`src/ctp_pkg.sv`:
```
package ctp_pkg;
	localparam logic [15:0] ADR_LOW_COUNT_A    = 16'h0106;
	localparam logic [15:0] ADR_HIGH_HOLD_A    = 16'h0108;
	localparam logic [15:0] ADR_HIGH_COUNT_A   = 16'h010A;
	localparam logic [15:0] ADR_LOW_PERIOD_A   = 16'h010C;
	localparam logic [15:0] ADR_HIGH_PERIOD_A  = 16'h010E;
	localparam logic [15:0] ADR_LOW_CONTROL_A  = 16'h0110;
	localparam logic [15:0] ADR_HIGH_CONTROL_A = 16'h0112;
	localparam logic [15:0] ADR_LOW_COUNT_B    = 16'h0114;
	localparam logic [15:0] ADR_HIGH_HOLD_B    = 16'h0116;
	localparam logic [15:0] ADR_HIGH_COUNT_B   = 16'h0118;
	localparam logic [15:0] ADR_LOW_PERIOD_B   = 16'h011A;
	localparam logic [15:0] ADR_HIGH_PERIOD_B  = 16'h011C;
	localparam logic [15:0] ADR_LOW_CONTROL_B  = 16'h011E;
	localparam logic [15:0] ADR_HIGH_CONTROL_B = 16'h0120;
	localparam logic [15:0] ADR_IRQ_FLAG       = 16'h0122;
	localparam logic [15:0] ADR_IRQ_ENABLE     = 16'h0124;
	localparam logic [15:0] ADR_BLOCK_SPAN     = 16'h0020;

	localparam int BIT_TIMER_ON      = 15;
	localparam int BIT_STOP_IN_IDLE  = 13;
	localparam int BIT_GATE_ENABLE   = 6;
	localparam int BIT_PRESCALE_HI   = 5;
	localparam int BIT_PRESCALE_LO   = 4;
	localparam int BIT_PAIR_COMBINE  = 3;
	localparam int BIT_CLOCK_SOURCE  = 1;
	localparam logic [15:0] CONTROL_LOW_MASK  = 16'hA07A;
	localparam logic [15:0] CONTROL_HIGH_MASK = 16'hA072;

	// Flag and enable register layout: per pair two bits
	localparam int BIT_LOW_IRQ_A  = 6;
	localparam int BIT_HIGH_IRQ_A = 7;
	localparam int BIT_LOW_IRQ_B  = 11;
	localparam int BIT_HIGH_IRQ_B = 12;

	localparam logic [15:0] RST_PERIOD   = 16'hFFFF;
	localparam logic [15:0] RST_CONTROL  = 16'h0000;
	localparam logic [15:0] RST_COUNT    = 16'h0000;
	localparam logic [7:0]  PRESCALE_1   = 8'h00;
	localparam logic [7:0]  PRESCALE_8   = 8'h07;
	localparam logic [7:0]  PRESCALE_64  = 8'h3F;
	localparam logic [7:0]  PRESCALE_256 = 8'hFF;

	typedef enum logic [2:0] {
		CTP_OFF   = 3'b001,
		CTP_SPLIT = 3'b010,
		CTP_PAIR  = 3'b100
	} ctp_mode_e;
endpackage : ctp_pkg

```
`src/ctp_bus_if.sv`:
```
`timescale 1ns/1ps
interface ctp_bus_if;
	logic [15:0] addr;
	logic [15:0] wdata;
	logic        wr;
	logic        rd;
	logic [15:0] rdata;
	modport master (output addr, output wdata, output wr, output rd, input rdata);
	modport slave  (input addr, input wdata, input wr, input rd, output rdata);
endinterface : ctp_bus_if

```
`src/ctp_pair.sv`:
```
`timescale 1ns/1ps
module ctp_pair #(
	parameter logic [15:0] BASE = 16'h0106
) (
	input  wire logic        i_clock,
	input  wire logic        i_reset_n,
	ctp_bus_if.slave         bus,
	input  wire logic        i_idle,
	input  wire logic        i_sleep,
	input  wire logic        i_low_pin,
	input  wire logic        i_high_pin,
	output logic             o_low_event,
	output logic             o_high_event,
	output logic             o_high_match
);
	import ctp_pkg::*;

	logic [15:0] low_count_ff, high_count_ff, high_hold_ff;
	logic [15:0] low_period_ff, high_period_ff, low_control_ff, high_control_ff;
	logic [7:0]  low_pre_ff, high_pre_ff;
	logic [2:0]  low_pin_ff, high_pin_ff;
	logic        low_tick_ff;
	logic [15:0] rd_mux;
	ctp_mode_e   mode;

	function automatic logic [7:0] pre_limit(input logic [1:0] sel);
		unique case (sel)
			2'b00: pre_limit = PRESCALE_1;
			2'b01: pre_limit = PRESCALE_8;
			2'b10: pre_limit = PRESCALE_64;
			default: pre_limit = PRESCALE_256;
		endcase
	endfunction : pre_limit

	function automatic logic hit(input logic [15:0] a, input logic [15:0] off);
		hit = (a == BASE + off);
	endfunction : hit

	logic wr_lc, wr_hh, wr_hc, wr_lp, wr_hp, wr_lctl, wr_hctl;
	assign wr_lc   = bus.wr && hit(bus.addr, 16'h0000);
	assign wr_hh   = bus.wr && hit(bus.addr, 16'h0002);
	assign wr_hc   = bus.wr && hit(bus.addr, 16'h0004);
	assign wr_lp   = bus.wr && hit(bus.addr, 16'h0006);
	assign wr_hp   = bus.wr && hit(bus.addr, 16'h0008);
	assign wr_lctl = bus.wr && hit(bus.addr, 16'h000A);
	assign wr_hctl = bus.wr && hit(bus.addr, 16'h000C);

	logic combine, low_on, high_on, low_run, high_run;
	assign combine  = low_control_ff[BIT_PAIR_COMBINE];
	assign low_on   = low_control_ff[BIT_TIMER_ON];
	assign high_on  = high_control_ff[BIT_TIMER_ON] && !combine;
	// Sleep halts all clocks; idle only with stop-in-idle
	assign low_run  = low_on && !i_sleep
		&& !(i_idle && low_control_ff[BIT_STOP_IN_IDLE]);
	assign high_run = high_on && !i_sleep
		&& !(i_idle && high_control_ff[BIT_STOP_IN_IDLE]);

	always_comb begin
		if (!low_on && !high_on)
			mode = CTP_OFF;
		else if (combine)
			mode = CTP_PAIR;
		else
			mode = CTP_SPLIT;
	end

	// Pin edge detection; pins are asynchronous and pass two synchroniser flops
	always_ff @(posedge i_clock) begin
		if (!i_reset_n) begin
			low_pin_ff  <= 3'h0;
			high_pin_ff <= 3'h0;
		end else begin
			low_pin_ff  <= {low_pin_ff[1:0], i_low_pin};
			high_pin_ff <= {high_pin_ff[1:0], i_high_pin};
		end
	end

	logic low_gated, high_gated, low_gate_fall, high_gate_fall;
	logic low_src, high_src;
	assign low_gated  = low_control_ff[BIT_GATE_ENABLE] && !low_control_ff[BIT_CLOCK_SOURCE];
	// High timer gate ignored in pair mode
	assign high_gated = high_control_ff[BIT_GATE_ENABLE] && !high_control_ff[BIT_CLOCK_SOURCE]
		&& !combine;
	assign low_gate_fall  = low_on && low_gated && low_pin_ff[2] && !low_pin_ff[1];
	assign high_gate_fall = high_on && high_gated && high_pin_ff[2] && !high_pin_ff[1];

	// Counter mode counts synchronised rising edges; gated counts cycles while high
	always_comb begin
		if (low_control_ff[BIT_CLOCK_SOURCE])
			low_src = low_pin_ff[1] && !low_pin_ff[2];
		else if (low_gated)
			low_src = low_pin_ff[1];
		else
			low_src = 1'b1;
	end
	always_comb begin
		if (high_control_ff[BIT_CLOCK_SOURCE])
			high_src = high_pin_ff[1] && !high_pin_ff[2];
		else if (high_gated)
			high_src = high_pin_ff[1];
		else
			high_src = 1'b1;
	end

	logic low_pre_done, high_tick;
	assign low_pre_done = low_run && low_src
		&& low_pre_ff == pre_limit(low_control_ff[BIT_PRESCALE_HI:BIT_PRESCALE_LO]);
	assign high_tick = high_run && high_src
		&& high_pre_ff == pre_limit(high_control_ff[BIT_PRESCALE_HI:BIT_PRESCALE_LO]);

	// Prescalers: cleared by count or control writes; the low one only while its timer is on
	always_ff @(posedge i_clock) begin
		if (!i_reset_n) begin
			low_pre_ff <= 8'h00;
		end else if ((wr_lc || wr_lctl) && low_on) begin
			low_pre_ff <= 8'h00;
		end else if (low_run && low_src) begin
			low_pre_ff <= low_pre_done ? 8'h00 : low_pre_ff + 8'h01;
		end
	end
	always_ff @(posedge i_clock) begin
		if (!i_reset_n) begin
			high_pre_ff <= 8'h00;
		end else if (wr_hc || wr_hctl) begin
			high_pre_ff <= 8'h00;
		end else if (high_run && high_src) begin
			high_pre_ff <= high_tick ? 8'h00 : high_pre_ff + 8'h01;
		end
	end

	// Low prescaler output retimed: costs one cycle of latency
	always_ff @(posedge i_clock) begin
		if (!i_reset_n)
			low_tick_ff <= 1'b0;
		else
			low_tick_ff <= low_pre_done && !(wr_lc || wr_lctl);
	end

	logic low_match, high_match16, pair_match;
	assign low_match    = low_count_ff == low_period_ff;
	assign high_match16 = high_count_ff == high_period_ff;
	assign pair_match   = low_match && high_match16;

	logic [31:0] pair_next;
	assign pair_next = {high_count_ff, low_count_ff} + 32'h0000_0001;

	// Count registers: count writes take priority over ticks
	always_ff @(posedge i_clock) begin
		if (!i_reset_n) begin
			low_count_ff  <= RST_COUNT;
			high_count_ff <= RST_COUNT;
		end else begin
			if (wr_lc) begin
				low_count_ff <= bus.wdata;
				if (combine)
					high_count_ff <= high_hold_ff;
			end else if (mode == CTP_PAIR && low_tick_ff) begin
				if (pair_match) begin
					low_count_ff  <= RST_COUNT;
					high_count_ff <= RST_COUNT;
				end else begin
					low_count_ff  <= pair_next[15:0];
					high_count_ff <= pair_next[31:16];
				end
			end else if (mode == CTP_SPLIT && low_tick_ff) begin
				low_count_ff <= low_match ? RST_COUNT : low_count_ff + 16'h0001;
			end
			if (wr_hc)
				high_count_ff <= bus.wdata;
			else if (!combine && high_tick)
				high_count_ff <= high_match16 ? RST_COUNT : high_count_ff + 16'h0001;
		end
	end

	// Holding register, loaded by software or by a low-half read in pair mode
	always_ff @(posedge i_clock) begin
		if (!i_reset_n)
			high_hold_ff <= RST_COUNT;
		else if (wr_hh)
			high_hold_ff <= bus.wdata;
		else if (bus.rd && hit(bus.addr, 16'h0000) && combine)
			high_hold_ff <= high_count_ff;
	end

	always_ff @(posedge i_clock) begin
		if (!i_reset_n) begin
			low_period_ff   <= RST_PERIOD;
			high_period_ff  <= RST_PERIOD;
			low_control_ff  <= RST_CONTROL;
			high_control_ff <= RST_CONTROL;
		end else begin
			if (wr_lp)
				low_period_ff <= bus.wdata;
			if (wr_hp)
				high_period_ff <= bus.wdata;
			if (wr_lctl)
				low_control_ff <= bus.wdata & CONTROL_LOW_MASK;
			if (wr_hctl)
				high_control_ff <= bus.wdata & CONTROL_HIGH_MASK;
		end
	end

	// Event pulses toward the interrupt flags
	always_ff @(posedge i_clock) begin
		if (!i_reset_n) begin
			o_low_event  <= 1'b0;
			o_high_event <= 1'b0;
			o_high_match <= 1'b0;
		end else begin
			o_low_event  <= (mode == CTP_SPLIT && low_tick_ff && low_match && !wr_lc)
				|| (!combine && low_gate_fall);
			o_high_event <= (mode == CTP_PAIR && low_tick_ff && pair_match && !wr_lc)
				|| (combine && low_gate_fall)
				|| (!combine && high_tick && high_match16 && !wr_hc)
				|| (!combine && high_gate_fall);
			o_high_match <= (mode == CTP_PAIR && low_tick_ff && pair_match && !wr_lc)
				|| (!combine && high_tick && high_match16 && !wr_hc);
		end
	end

	// Read mux left open; the top registers the merged word once
	always_comb begin
		rd_mux = 16'h0000;
		if (bus.rd) begin
			unique case (bus.addr - BASE)
				16'h0000: rd_mux = low_count_ff;
				16'h0002: rd_mux = high_hold_ff;
				16'h0004: rd_mux = high_count_ff;
				16'h0006: rd_mux = low_period_ff;
				16'h0008: rd_mux = high_period_ff;
				16'h000A: rd_mux = low_control_ff;
				16'h000C: rd_mux = high_control_ff;
				default:  rd_mux = 16'h0000;
			endcase
		end
	end
	assign bus.rdata = rd_mux;
endmodule : ctp_pair

```
`src/ctp_top.sv`:
```
`timescale 1ns/1ps
module ctp_top (
	input  wire logic        i_clock,
	input  wire logic        i_reset_n,
	input  wire logic [15:0] i_addr,
	input  wire logic [15:0] i_wdata,
	input  wire logic        i_wr,
	input  wire logic        i_rd,
	output logic      [15:0] o_rdata,
	input  wire logic        i_idle,
	input  wire logic        i_sleep,
	input  wire logic        i_low_pin_a,
	input  wire logic        i_high_pin_a,
	input  wire logic        i_low_pin_b,
	input  wire logic        i_high_pin_b,
	output logic             o_adc_trigger,
	output logic      [15:0] o_irq_flags,
	output logic             o_irq_pending
);
	import ctp_pkg::*;

	ctp_bus_if bus_a ();
	ctp_bus_if bus_b ();
	logic ev_low_a, ev_high_a, match_a, ev_low_b, ev_high_b;
	logic [15:0] flag_ff, enable_ff, rdata_ff;
	logic        trig_ff, pend_ff;
	logic [15:0] sets;

	assign bus_a.addr  = i_addr;
	assign bus_a.wdata = i_wdata;
	assign bus_a.wr    = i_wr;
	assign bus_a.rd    = i_rd;
	assign bus_b.addr  = i_addr;
	assign bus_b.wdata = i_wdata;
	assign bus_b.wr    = i_wr;
	assign bus_b.rd    = i_rd;

	ctp_pair #(.BASE(ADR_LOW_COUNT_A)) u_pair_a (
		.i_clock      (i_clock),
		.i_reset_n    (i_reset_n),
		.bus          (bus_a.slave),
		.i_idle       (i_idle),
		.i_sleep      (i_sleep),
		.i_low_pin    (i_low_pin_a),
		.i_high_pin   (i_high_pin_a),
		.o_low_event  (ev_low_a),
		.o_high_event (ev_high_a),
		.o_high_match (match_a)
	);

	ctp_pair #(.BASE(ADR_LOW_COUNT_B)) u_pair_b (
		.i_clock      (i_clock),
		.i_reset_n    (i_reset_n),
		.bus          (bus_b.slave),
		.i_idle       (i_idle),
		.i_sleep      (i_sleep),
		.i_low_pin    (i_low_pin_b),
		.i_high_pin   (i_high_pin_b),
		.o_low_event  (ev_low_b),
		.o_high_event (ev_high_b),
		.o_high_match ()
	);

	// Only the first pair drives the converter trigger
	always_ff @(posedge i_clock) begin
		if (!i_reset_n)
			trig_ff <= 1'b0;
		else
			trig_ff <= match_a;
	end

	always_comb begin
		sets = 16'h0000;
		sets[BIT_LOW_IRQ_A]  = ev_low_a;
		sets[BIT_HIGH_IRQ_A] = ev_high_a;
		sets[BIT_LOW_IRQ_B]  = ev_low_b;
		sets[BIT_HIGH_IRQ_B] = ev_high_b;
	end

	// Flags: a set in the same cycle as a software clear wins
	always_ff @(posedge i_clock) begin
		if (!i_reset_n)
			flag_ff <= 16'h0000;
		else if (i_wr && i_addr == ADR_IRQ_FLAG)
			flag_ff <= i_wdata | sets;
		else
			flag_ff <= flag_ff | sets;
	end

	always_ff @(posedge i_clock) begin
		if (!i_reset_n)
			enable_ff <= 16'h0000;
		else if (i_wr && i_addr == ADR_IRQ_ENABLE)
			enable_ff <= i_wdata;
	end

	always_ff @(posedge i_clock) begin
		if (!i_reset_n)
			pend_ff <= 1'b0;
		else
			pend_ff <= |(flag_ff & enable_ff);
	end

	// Pairs return zero when not addressed, so an OR merges them
	always_ff @(posedge i_clock) begin
		if (!i_reset_n)
			rdata_ff <= 16'h0000;
		else if (i_rd && i_addr == ADR_IRQ_FLAG)
			rdata_ff <= flag_ff;
		else if (i_rd && i_addr == ADR_IRQ_ENABLE)
			rdata_ff <= enable_ff;
		else
			rdata_ff <= bus_a.rdata | bus_b.rdata;
	end

	assign o_rdata       = rdata_ff;

	assign o_adc_trigger = trig_ff;
	assign o_irq_flags   = flag_ff;
	assign o_irq_pending = pend_ff;
endmodule : ctp_top

```
`config.mk`:
```
export PLATFORM = sky130hd
export DESIGN_NAME = ctp_top
export DESIGN_NICKNAME = d
export VERILOG_FILES = /design/src/ctp_pkg.sv /design/src/ctp_bus_if.sv /design/src/ctp_pair.sv /design/src/ctp_top.sv
export SDC_FILE = /design/constraint.sdc
export NUM_CORES = 1
export LEC_CHECK = 0
export ABC_AREA = 1
export CORE_UTILIZATION = 34
export CTS_CLUSTER_SIZE = 24
export DETAILED_ROUTE_END_ITERATION = 10
export DONT_BUFFER_PORTS = 1
export GPL_TIMING_DRIVEN = 1
export SLEW_MARGIN = 5
export SYNTH_ARGS = -nofsm -noshare
export SYNTH_HDL_FRONTEND = slang
export SYNTH_SLANG_ARGS = --single-unit
```
`constraint.sdc`:
```
create_clock -name i_clock -period 6.1 [get_ports i_clock]
set_clock_uncertainty 0.1 [all_clocks]
set_input_delay 0.915 -clock i_clock [delete_from_list [all_inputs] [get_ports i_clock]]
set_output_delay 0.915 -clock i_clock [all_outputs]
set_load 0.01 [all_outputs]
```
* Word-level counts from Yosys, hierarchy flattened
Cells that the tools add are included.
W data, S select, Z words.
** Cells by class
- Add/subtract/negate cells :: 12
- Eq/ne operators :: 50
- Multiplexer cells :: 55
- Bitwise gates (word level) :: 5
- Reduce and logical (&&, ||, !) cells :: 159
** Operators with widths (count)
- $mux W16 :: 33
- $eq A16 B9 Y1 const B :: 16
- $pmux W16 S7 :: 2
- $logic_and A1 B1 Y1 :: 98
- $eq A16 B4 Y1 const B :: 6
- $pmux W8 S3 :: 4
- $add A16 B1 Y16 const B :: 4
- $add A32 B1 Y32 const B :: 2
- $eq A16 B16 Y1 :: 4
- $eq A16 B3 Y1 const B :: 4
- $add A8 B1 Y8 const B :: 4
- $eq A16 B2 Y1 const B :: 2
- $eq A8 B8 Y1 :: 4
- $logic_not A16 Y1 :: 2
- $mux W8 :: 4
- $or A16 B13 Y16 :: 2
- $sub A16 B9 Y16 const B :: 2
- $logic_not A1 Y1 :: 29
- $and A16 B16 Y16 :: 1
- $or A16 B16 Y16 :: 1
- $reduce_or A16 Y1 :: 1
- $logic_or A1 B1 Y1 :: 13
- $mux W3 :: 4
- $eq A2 B1 Y1 const B :: 4
- other kinds (12) :: 35
** Word-level totals
- Flip-flop bits (word level) :: 287
- Input port bits :: 42
- Output and inout port bits :: 34
- Logic and storage cells :: 315

* Logic depth before layout (Yosys ltp)
Gate-level depths: netlist (run 1).
- Depth in word-level cells :: 12
- Mapped depth :: 20
- Depth with buffers taken out :: 19

* Modules after synthesis
A second synthesis (run 1) with hierarchy kept.
** Unflattened totals
- Cell total of the unflattened synthesis :: 3114
- Area total of the unflattened synthesis :: 19344.8 µm²
** Modules (own cells, without submodules)
- ctp_pair at u_pair_a :: instances 1, cells each 1386, area an instance 8440.6 µm², sequential area each 2382.3 µm²
- ctp_pair at u_pair_b :: instances 1, cells each 1381, area an instance 8393.0 µm², sequential area each 2382.3 µm²
- ctp_top :: instances 1, cells each 347, area an instance 2511.2 µm², sequential area each 1001.0 µm²

* Least setup slack after synthesis (run 1)
No wires, ideal clock.
- Kind :: input -> register
- Start :: in i_addr[8]
- End :: reg u_pair_a.high_count_ff[0]
- Library setup time :: 0.109 ns
- Arrival time :: 2.657 ns
- Setup slack :: 3.234 ns
- Stages on the path :: 15
- Path buffers :: 2
- Cells stage by stage :: buf_4 > nand2_1 > nor2_1 > nand4_2 > nor4_1 > inv_1 > nand2_1 > inv_1 > nand2_1 > buf_2 > o21ai_0 > inv_1 > nand3_1 > nand2_1 > inv_1
** Between the ends
- Word-level cells in the longest chain between the ends :: 5
** RTL lines
- start: declaration :: RTL line ctp_top.sv:5 : input wire logic [15:0] i_addr,
- $eq A16 B9 Y1 :: RTL line ctp_pair.sv:36 : hit = (a == BASE + off);
- $logic_and A1 B1 Y1 :: RTL line ctp_pair.sv:40 : assign wr_lc = bus.wr && hit(bus.addr, 16'h0000);
- $mux W16 :: RTL line ctp_pair.sv:153 : if (wr_lc) begin
- $mux W16 :: RTL line ctp_pair.sv:170 : else if (!combine && high_tick)
- $mux W16 :: RTL line ctp_pair.sv:168 : if (wr_hc)
- end signal: assignment :: RTL line ctp_pair.sv:156 : high_count_ff <= high_hold_ff;
- end signal: assignment :: RTL line ctp_pair.sv:169 : high_count_ff <= bus.wdata;
- end signal: assignment :: RTL line ctp_pair.sv:171 : high_count_ff <= high_match16 ? RST_COUNT : high_count_ff + 16'h0001;
- end: declaration :: RTL line ctp_pair.sv:18 : logic [15:0] low_count_ff, high_count_ff, high_hold_ff;
Parallel ways exist; a longest one is shown, timed or not.
A chain may end at the register's enable or synchronous reset.

* Worst setup path after layout (run 1)
- Start :: in i_addr[7]
- End :: reg u_pair_b.high_count_ff[0]
** Between the ends
- Word-level cells in the longest chain between the ends :: 5
** RTL lines (RTL line)
- $eq A16 B9 Y1 :: ctp_pair.sv:36
- $logic_and A1 B1 Y1 :: ctp_pair.sv:40
- $mux W16 :: ctp_pair.sv:153
- $mux W16 :: ctp_pair.sv:170
- $mux W16 :: ctp_pair.sv:168
- end signal: assignment :: ctp_pair.sv:156
- end signal: assignment :: ctp_pair.sv:169
- end signal: assignment :: ctp_pair.sv:171
- end: declaration :: ctp_pair.sv:18
Parallel ways exist; a longest one is shown, timed or not.

==> results of run 1 <==
## power groups by stage
stage               Clock (mW)  Sequential [mW]  Combinational (mW)
finish                    2.14             1.88               0.130
global route              2.24             1.88               0.140
CTS                       2.17             1.88               0.127
detailed placement           0             1.92               0.126
global placement             0             1.92               0.129
floorplan                    0             1.92               0.103
## placed cells by master (no fill, tap or decap), types with 3 or more instances in the layout
cell type	instances
nor3_2	7
o211ai_1	85
nand2_2	5
bufinv_16	3
a211oi_1	22
o22ai_1	18
a221oi_1	4
nor2_1	230
clkbuf_1	5
nor4_1	15
nand4_1	111
nand2_1	699
clkinv_1	5
buf_4	29
nand3b_1	7
inv_2	7
diode_2	4
nor3b_1	8
nor3_1	66
o21ai_0	187
ha_1	9
clkbuf_8	8
a21oi_1	181
nor2_2	9
nor2_4	6
xnor2_1	29
nand3_1	243
o21ai_1	3
a31oi_1	33
xor2_1	78
dfxtp_1	287
or2_2	14
inv_1	330
o311ai_0	3
clkinv_2	7
clkbuf_16	35
## per-stage QoR
step	hold slack, ns	cells
final	0.325	3503
after global routing	0.369	3501
after CTS	0.329	3499
after detailed placement	0.319	3439
after global placement	0.311	3439
after floorplan	0.290	2877
## worst register-to-register path: stages, from the launching register on
cell and delay (ns):
dfxtp_1 0.47, clkinv_1 0.33, or2_2 0.37, nand4_1 0.12, nor3_1 0.07, nand2b_1 0.46
nand2_1 0.16, a21oi_1 0.85, o21ai_0 0.25, a31oi_1 0.18
## cells by family (layout without fill, tap and decap cells)
family / after synthesis / count (layout) / share of synthesized area, %
AND/OR/NAND/NOR: 1428 / 1428 / 34.7
AO/OA/AOI/OAI: 548 / 548 / 17.3
buffers and inverters: 498 / 432 / 10.5
flip-flops: 287 / 287 / 31.6
XOR/XNOR: 107 / 107 / 5.16
adder cells (fa/ha/maj): 9 / 9 / 0.620
other: 0 / 4 / 0
## sequential cells by signal, summed over array words and instances (netlist names), 16 cells and up
register                 cells
u_pair_a.high_hold_ff       16
u_pair_b.low_count_ff       16
u_pair_a.low_count_ff       16
enable_ff                   16
u_pair_a.high_period_ff     16
u_pair_b.high_count_ff      16
u_pair_a.low_period_ff      16
u_pair_a.high_count_ff      16
o_irq_flags                 16
u_pair_b.high_hold_ff       16
u_pair_b.high_period_ff     16
o_rdata                     16
u_pair_b.low_period_ff      16
## layout make-up
type | instances | area share [%]
Sequential cell | 287 | 29.0
Timing Repair Buffer | 29 | 1.10
Inverter | 343 | 6.51
Multi-Input combinational cell | 2092 | 53.2
Antenna cell | 4 | 0.0506
Clock buffer | 48 | 5.08
Clock inverter | 12 | 0.733
Tap cell | 688 | 4.35
## per-layer routing
| metal | routed length (um) | track usage [%] | up-vias |
|---|---|---|---|
| li1 | - | - | 9411 |
| met1 | 30100 | 34.9 | 9138 |
| met2 | 32500 | 41.5 | 906 |
| met3 | 6300 | 4.22 | 216 |
| met4 | 4530 | 15.4 | 4 |
| met5 | 31 | 0 | - |
## worst paths after layout
check | end | slack, ns | cells after the start
worst max register to register | u_pair_a.low_count_ff[5] | 2.69 | 9
worst min-delay path | u_pair_b.high_pin_ff[2] | 0.32 | 2
worst max-delay path | u_pair_b.high_count_ff[0] | 2.25 | 13
worst min register to register | u_pair_b.high_pin_ff[2] | 0.32 | 2
==> impl_metrics.py, run 1 <==
metrics = {
    "run_status": {
        "outcome": "complete, no violations",
    },
    "setup_path": {
        "startpoint": "i_addr[7]",
        "crit_type": "in2reg",
        "cp-end-kind": "flop",
        "worstPathCellList": "nor2_2, nand2_1, nor2_1, nand2_1, nor2_4, inv_2, nor2_4, inv_1, o211ai_2, buf_4, inv_1, o21ai_0, a21oi_1",
        "critPathBufInv": 4,
        "cp_slowest_cell": "nor2_4",
        "cp.required_ns": 6.40,
        "cpPeakStageDelay_ns": 0.55,
        "cp_top_family": "simple AND/OR/NAND/NOR gates",
        "r2r_start": "u_pair_a.high_count_ff[5]",
        "arrival_ns": 4.15,
        "cp-start-kind": "primary input",
        "path_max_fanout": 21,
    },
    "yosys": {
        "ys_seq_area_share_pct": 31.6,
        "synth_edf_count": 0,
        "synth_ff_type": "dfxtp_1",
        "synth_top_area_share_pct": 31.6,
        "synth_top_cells_by_count": "699 x nand2_1, 330 x inv_1, 287 x dfxtp_1, 243 x nand3_1, 231 x nor2_1",
        "ys_types": 50,
        "avgSynthCellArea_um2": 6.31,
        "ys_ff_latch": 287,
        "synthCells": 2877,
        "async_flop_share_pct": 0,
        "syn_area_mm2": 0.0182,
        "yosys_warnings": 0,
        "synth_area_leaders": "dfxtp_1 32%, nand2_1 14%, inv_1 6.8%",
        "yosysMostFrequentCell": "nand2_1",
        "synth_nets": 2928,
        "yosys.area.top_type": "dfxtp_1",
    },
    "cells_and_area": {
        "post_route_cells_drive_above_1_share_pct": 4.98,
        "multi_input_area_mm2": 0.0105,
        "finish.utilization_pct": 37.6,
        "nFillCells": 5723,
        "regArea_mm2": 0.00575,
        "syn_to_final_growth_pct": 9.04,
        "fin_nets": 2838,
        "finish.instance_area_mm2": 0.0198,
    },
    "pwr": {
        "pwr-share-clk_pct": 51.6,
        "p_total_mw": 4.15,
        "switching_power_mw": 0.968,
        "peakVddDrop_mv": 0.149,
        "pwr-share-seq_pct": 45.3,
        "combPwrFrac_pct": 3.1,
        "p_leak_nw": 7.95,
        "powerDensity_mw_per_mm2": 210,
        "p_int_mw": 3.18,
        "p_sw_share_pct": 23.3,
    },
    "placed_design": {
        "pre_cts_ws_ns": 1.74,
        "portBuffers": 0,
        "gp_congestion": 0.971,
        "placed_area_mm2": 0.0186,
        "dp_hpwl_um": 53600,
    },
    "cts": {
        "clk_pin_slew_worst_paths_ns": 0.06,
        "insertion_delay_ns": 0.55,
        "cts_num_sinks": 287,
        "cts_resized": 0,
        "hold_buffers": 0,
        "cts_setup_buffers": 0,
        "cts-htree-levels": 2,
        "clockRootBuffer": "clkbuf_16",
        "cts_buffer_depth": 3,
        "cts_buffers": 34,
        "tritoncts": "yes",
    },
    "route": {
        "first_pass_iters": 5,
        "ant_nets": 0,
        "viasPerCell": 5.62,
        "drc": 0,
        "drt-total-wl_um": 73400,
        "drt_iter0_markers": 2353,
        "wl_per_cell_um": 21.0,
        "vias": 19700,
    },
    "floorplanning": {
        "io-pin-count": 76,
        "coreArea_mm2": 0.0527,
        "rows": 84,
        "die_w_um": 233,
        "initial_core_util_pct": 34.5,
        "die_area_mm2": 0.0543,
        "fp.dieH_um": 233,
    },
    "sta": {
        "setup_tns_ns": 0,
        "max_freq_ghz": 0.260,
        "slew-limit-headroom_pct": 17.7,
        "drv_slew": 0,
        "hold_violations": 0,
        "finalCritPeriodShare_pct": 63.1,
        "worst_slack_ns": 2.25,
        "worst_pin_slew_ns": 1.23,
        "rsz0062_at_grt": "no",
        "finalSetupViolations": 0,
        "fin_crit_ns": 3.85,
    },
    "job": {
        "maxCapViolCount": 0,
    },
    "grt": {
        "grt_pass1_wl_um": 111000,
        "grt_usage_pct": 26.7,
        "overflow": 0,
        "grt_max_degree": 165,
        "grt_pass1_vias": 18100,
        "antenna_found_initial": 2,
    },
    "hold_path": {
        "hp-class": "reg2reg",
        "hold_path_startpoint": "u_pair_b.high_pin_ff[1]",
    },
}
Power figures use the tool's default switching activity.
==> inputs of run 2 (changes only) <==
- clock period: 6.1 -> 3.2 ns (I/O delays scaled with it)
==> impl_metrics.py, run 2 (synthesized netlist as in run 1, its figures left out) <==
metrics = {
    "sta": {
        "finalCritPeriodShare_pct": 87.8,
        "hold_violations": 0,
        "slew-limit-headroom_pct": 16.8,
        "rsz0062_at_grt": "no",
        "worst_pin_slew_ns": 1.24,
        "finalSetupViolations": 0,
        "hold_slack_ns": 0.0172,
        "setup_tns_ns": 0,
        "drv_slew": 0,
        "worst_slack_ns": 0.390,
        "fin_crit_ns": 2.81,
        "max_freq_ghz": 0.356,
    },
    "cts": {
        "cts_num_sinks": 287,
        "cts_resized": 0,
        "clk_pin_slew_worst_paths_ns": 0.06,
        "cts_setup_buffers": 0,
        "tritoncts": "yes",
        "cts_buffers": 35,
        "clockRootBuffer": "clkbuf_16",
        "cts_buffer_depth": 3,
        "cts-htree-levels": 2,
        "insertion_delay_ns": 0.58,
    },
    "route": {
        "drc": 0,
        "first_pass_iters": 6,
        "drt-total-wl_um": 77100,
        "wl_per_cell_um": 21.3,
        "vias": 20200,
        "viasPerCell": 5.58,
        "drt_iter0_markers": 2472,
        "ant_nets": 0,
    },
    "placed_design": {
        "dp_cells": 3528,
        "dp_hpwl_um": 55100,
        "gp_congestion": 1.01,
        "portBuffers": 0,
        "placed_area_mm2": 0.0193,
        "pre_cts_ws_ns": 0.166,
    },
    "floorplanning": {
        "die_w_um": 233,
        "die_area_mm2": 0.0543,
        "fp.dieH_um": 233,
        "initial_core_util_pct": 34.5,
        "coreArea_mm2": 0.0527,
        "rows": 84,
        "io-pin-count": 76,
    },
    "hold_path": {
        "hold_path_startpoint": "i_wdata[4]",
        "hp-class": "in2reg",
        "hold_end": "u_pair_b.high_hold_ff[4]",
        "holdPathStages": 2,
    },
    "grt": {
        "busiest_layer": "met2",
        "overflow": 0,
        "antenna_found_initial": 7,
        "grtUsageMet2_pct": 43.5,
        "grt_usage_pct": 28.2,
        "grt_max_degree": 129,
        "grt_pass1_wl_um": 116000,
        "grtUsageMet3_pct": 5.58,
        "use_met1_pct": 37.3,
        "grt_pass1_vias": 18400,
    },
    "cells_and_area": {
        "fin_nets": 2955,
        "post_route_cells_drive_above_1_share_pct": 7.75,
        "syn_to_final_growth_pct": 14.4,
        "finish.instance_area_mm2": 0.0208,
        "layout_common_cells": "699 x nand2_1, 330 x inv_1, 287 x dfxtp_1",
        "layout_commonest_cell": "nand2_1",
        "final_cells": 3620,
    },
    "setup_path": {
        "path_max_fanout": 13,
        "reg2reg_slack_ns": 0.39,
        "crit_type": "reg2reg",
        "cp.required_ns": 3.60,
        "arrival_ns": 3.21,
        "r2r_cells": 13,
        "cp-end-kind": "flop",
        "cp-start-kind": "flop",
        "r2r_start": "u_pair_b.low_control_ff[3]",
        "r2r-end": "u_pair_b.high_count_ff[8]",
    },
    "run_status": {
        "outcome": "complete, no violations",
    },
    "pwr": {
        "powerDensity_mw_per_mm2": 388,
        "peakVddDrop_mv": 0.311,
        "p_leak_nw": 8.53,
    },
    "job": {
        "maxCapViolCount": 0,
    },
}
-- run 2: cell types whose count changed in the layout (fill, tap and decap cells not counted), moves of 2 or more --
cell and change:
buf_4 +88, dlygate4sd3_1 +26, clkbuf_8 -5, clkbuf_1 +4, clkinv_8 +2, inv_6 -2
-- run 2: what timing repair did --
action	4_1_cts	5_1_grt
setup endpoints to repair	0	0
hold buffers	27	0
endpoints found under the hold margin	169	0
-- run 2: critical path, cell delays in order, from the launching register on --
cell and delay [ns]:
dfxtp_1 0.46, inv_1 0.17, nand4_1 0.15, nand2_1 0.07, nor2_1 0.33, nand3_1 0.14
nor2_1 0.20, buf_4 0.25, clkinv_1 0.34, o21ai_0 0.26, inv_1 0.06, nand2_1 0.07
nand2_1 0.05, a21oi_1 0.11
-- run 2: worst max path at each step --
stage | slack, ns | start | end
floorplan | 0.77 | i_addr[8] | u_pair_a.high_count_ff[0]
global placement | 0.16 | i_addr[1] | o_rdata[5]
detailed placement | 0.17 | i_addr[1] | o_rdata[5]
CTS | 0.44 | u_pair_b.low_control_ff[3] | u_pair_b.high_count_ff[8]
global route | 0.08 | u_pair_b.low_control_ff[3] | u_pair_b.high_count_ff[0]
finish | 0.39 | u_pair_b.low_control_ff[3] | u_pair_b.high_count_ff[8]
-- run 2: area by class of cell --
class	count	area, um2
fillers	5668	31900
multi-input cells	2092	10500
flip-flops and latches	287	5750
inverters	343	1290
repair buffers	145	1190
clock buffers	47	951
well taps	688	861
clock inverters	15	219
diodes	3	7.51
-- run 2: per-layer routing --
metal  routed length, um  part of all wire, %
met3                7250                  9.4
met1               32100                   42
met5                  13                0.017
met4                4090                  5.3
met2               33600                   44
-- run 2: stage by stage --
stage / total power, mW / util, %
finish: 8.06 / 39.5
global route: 8.27 / 39.5
CTS: 8.10 / 39.4
detailed placement: 3.91 / 36.7
global placement: 3.91 / 36.7
floorplan: 3.86 / -
-- run 2: where the power goes --
group	total [mW]	switching, mW	internal [mW]
clock	4.13	1.69	2.44
sequential	3.58	0.00508	3.58
combinational	0.350	0.268	0.0826
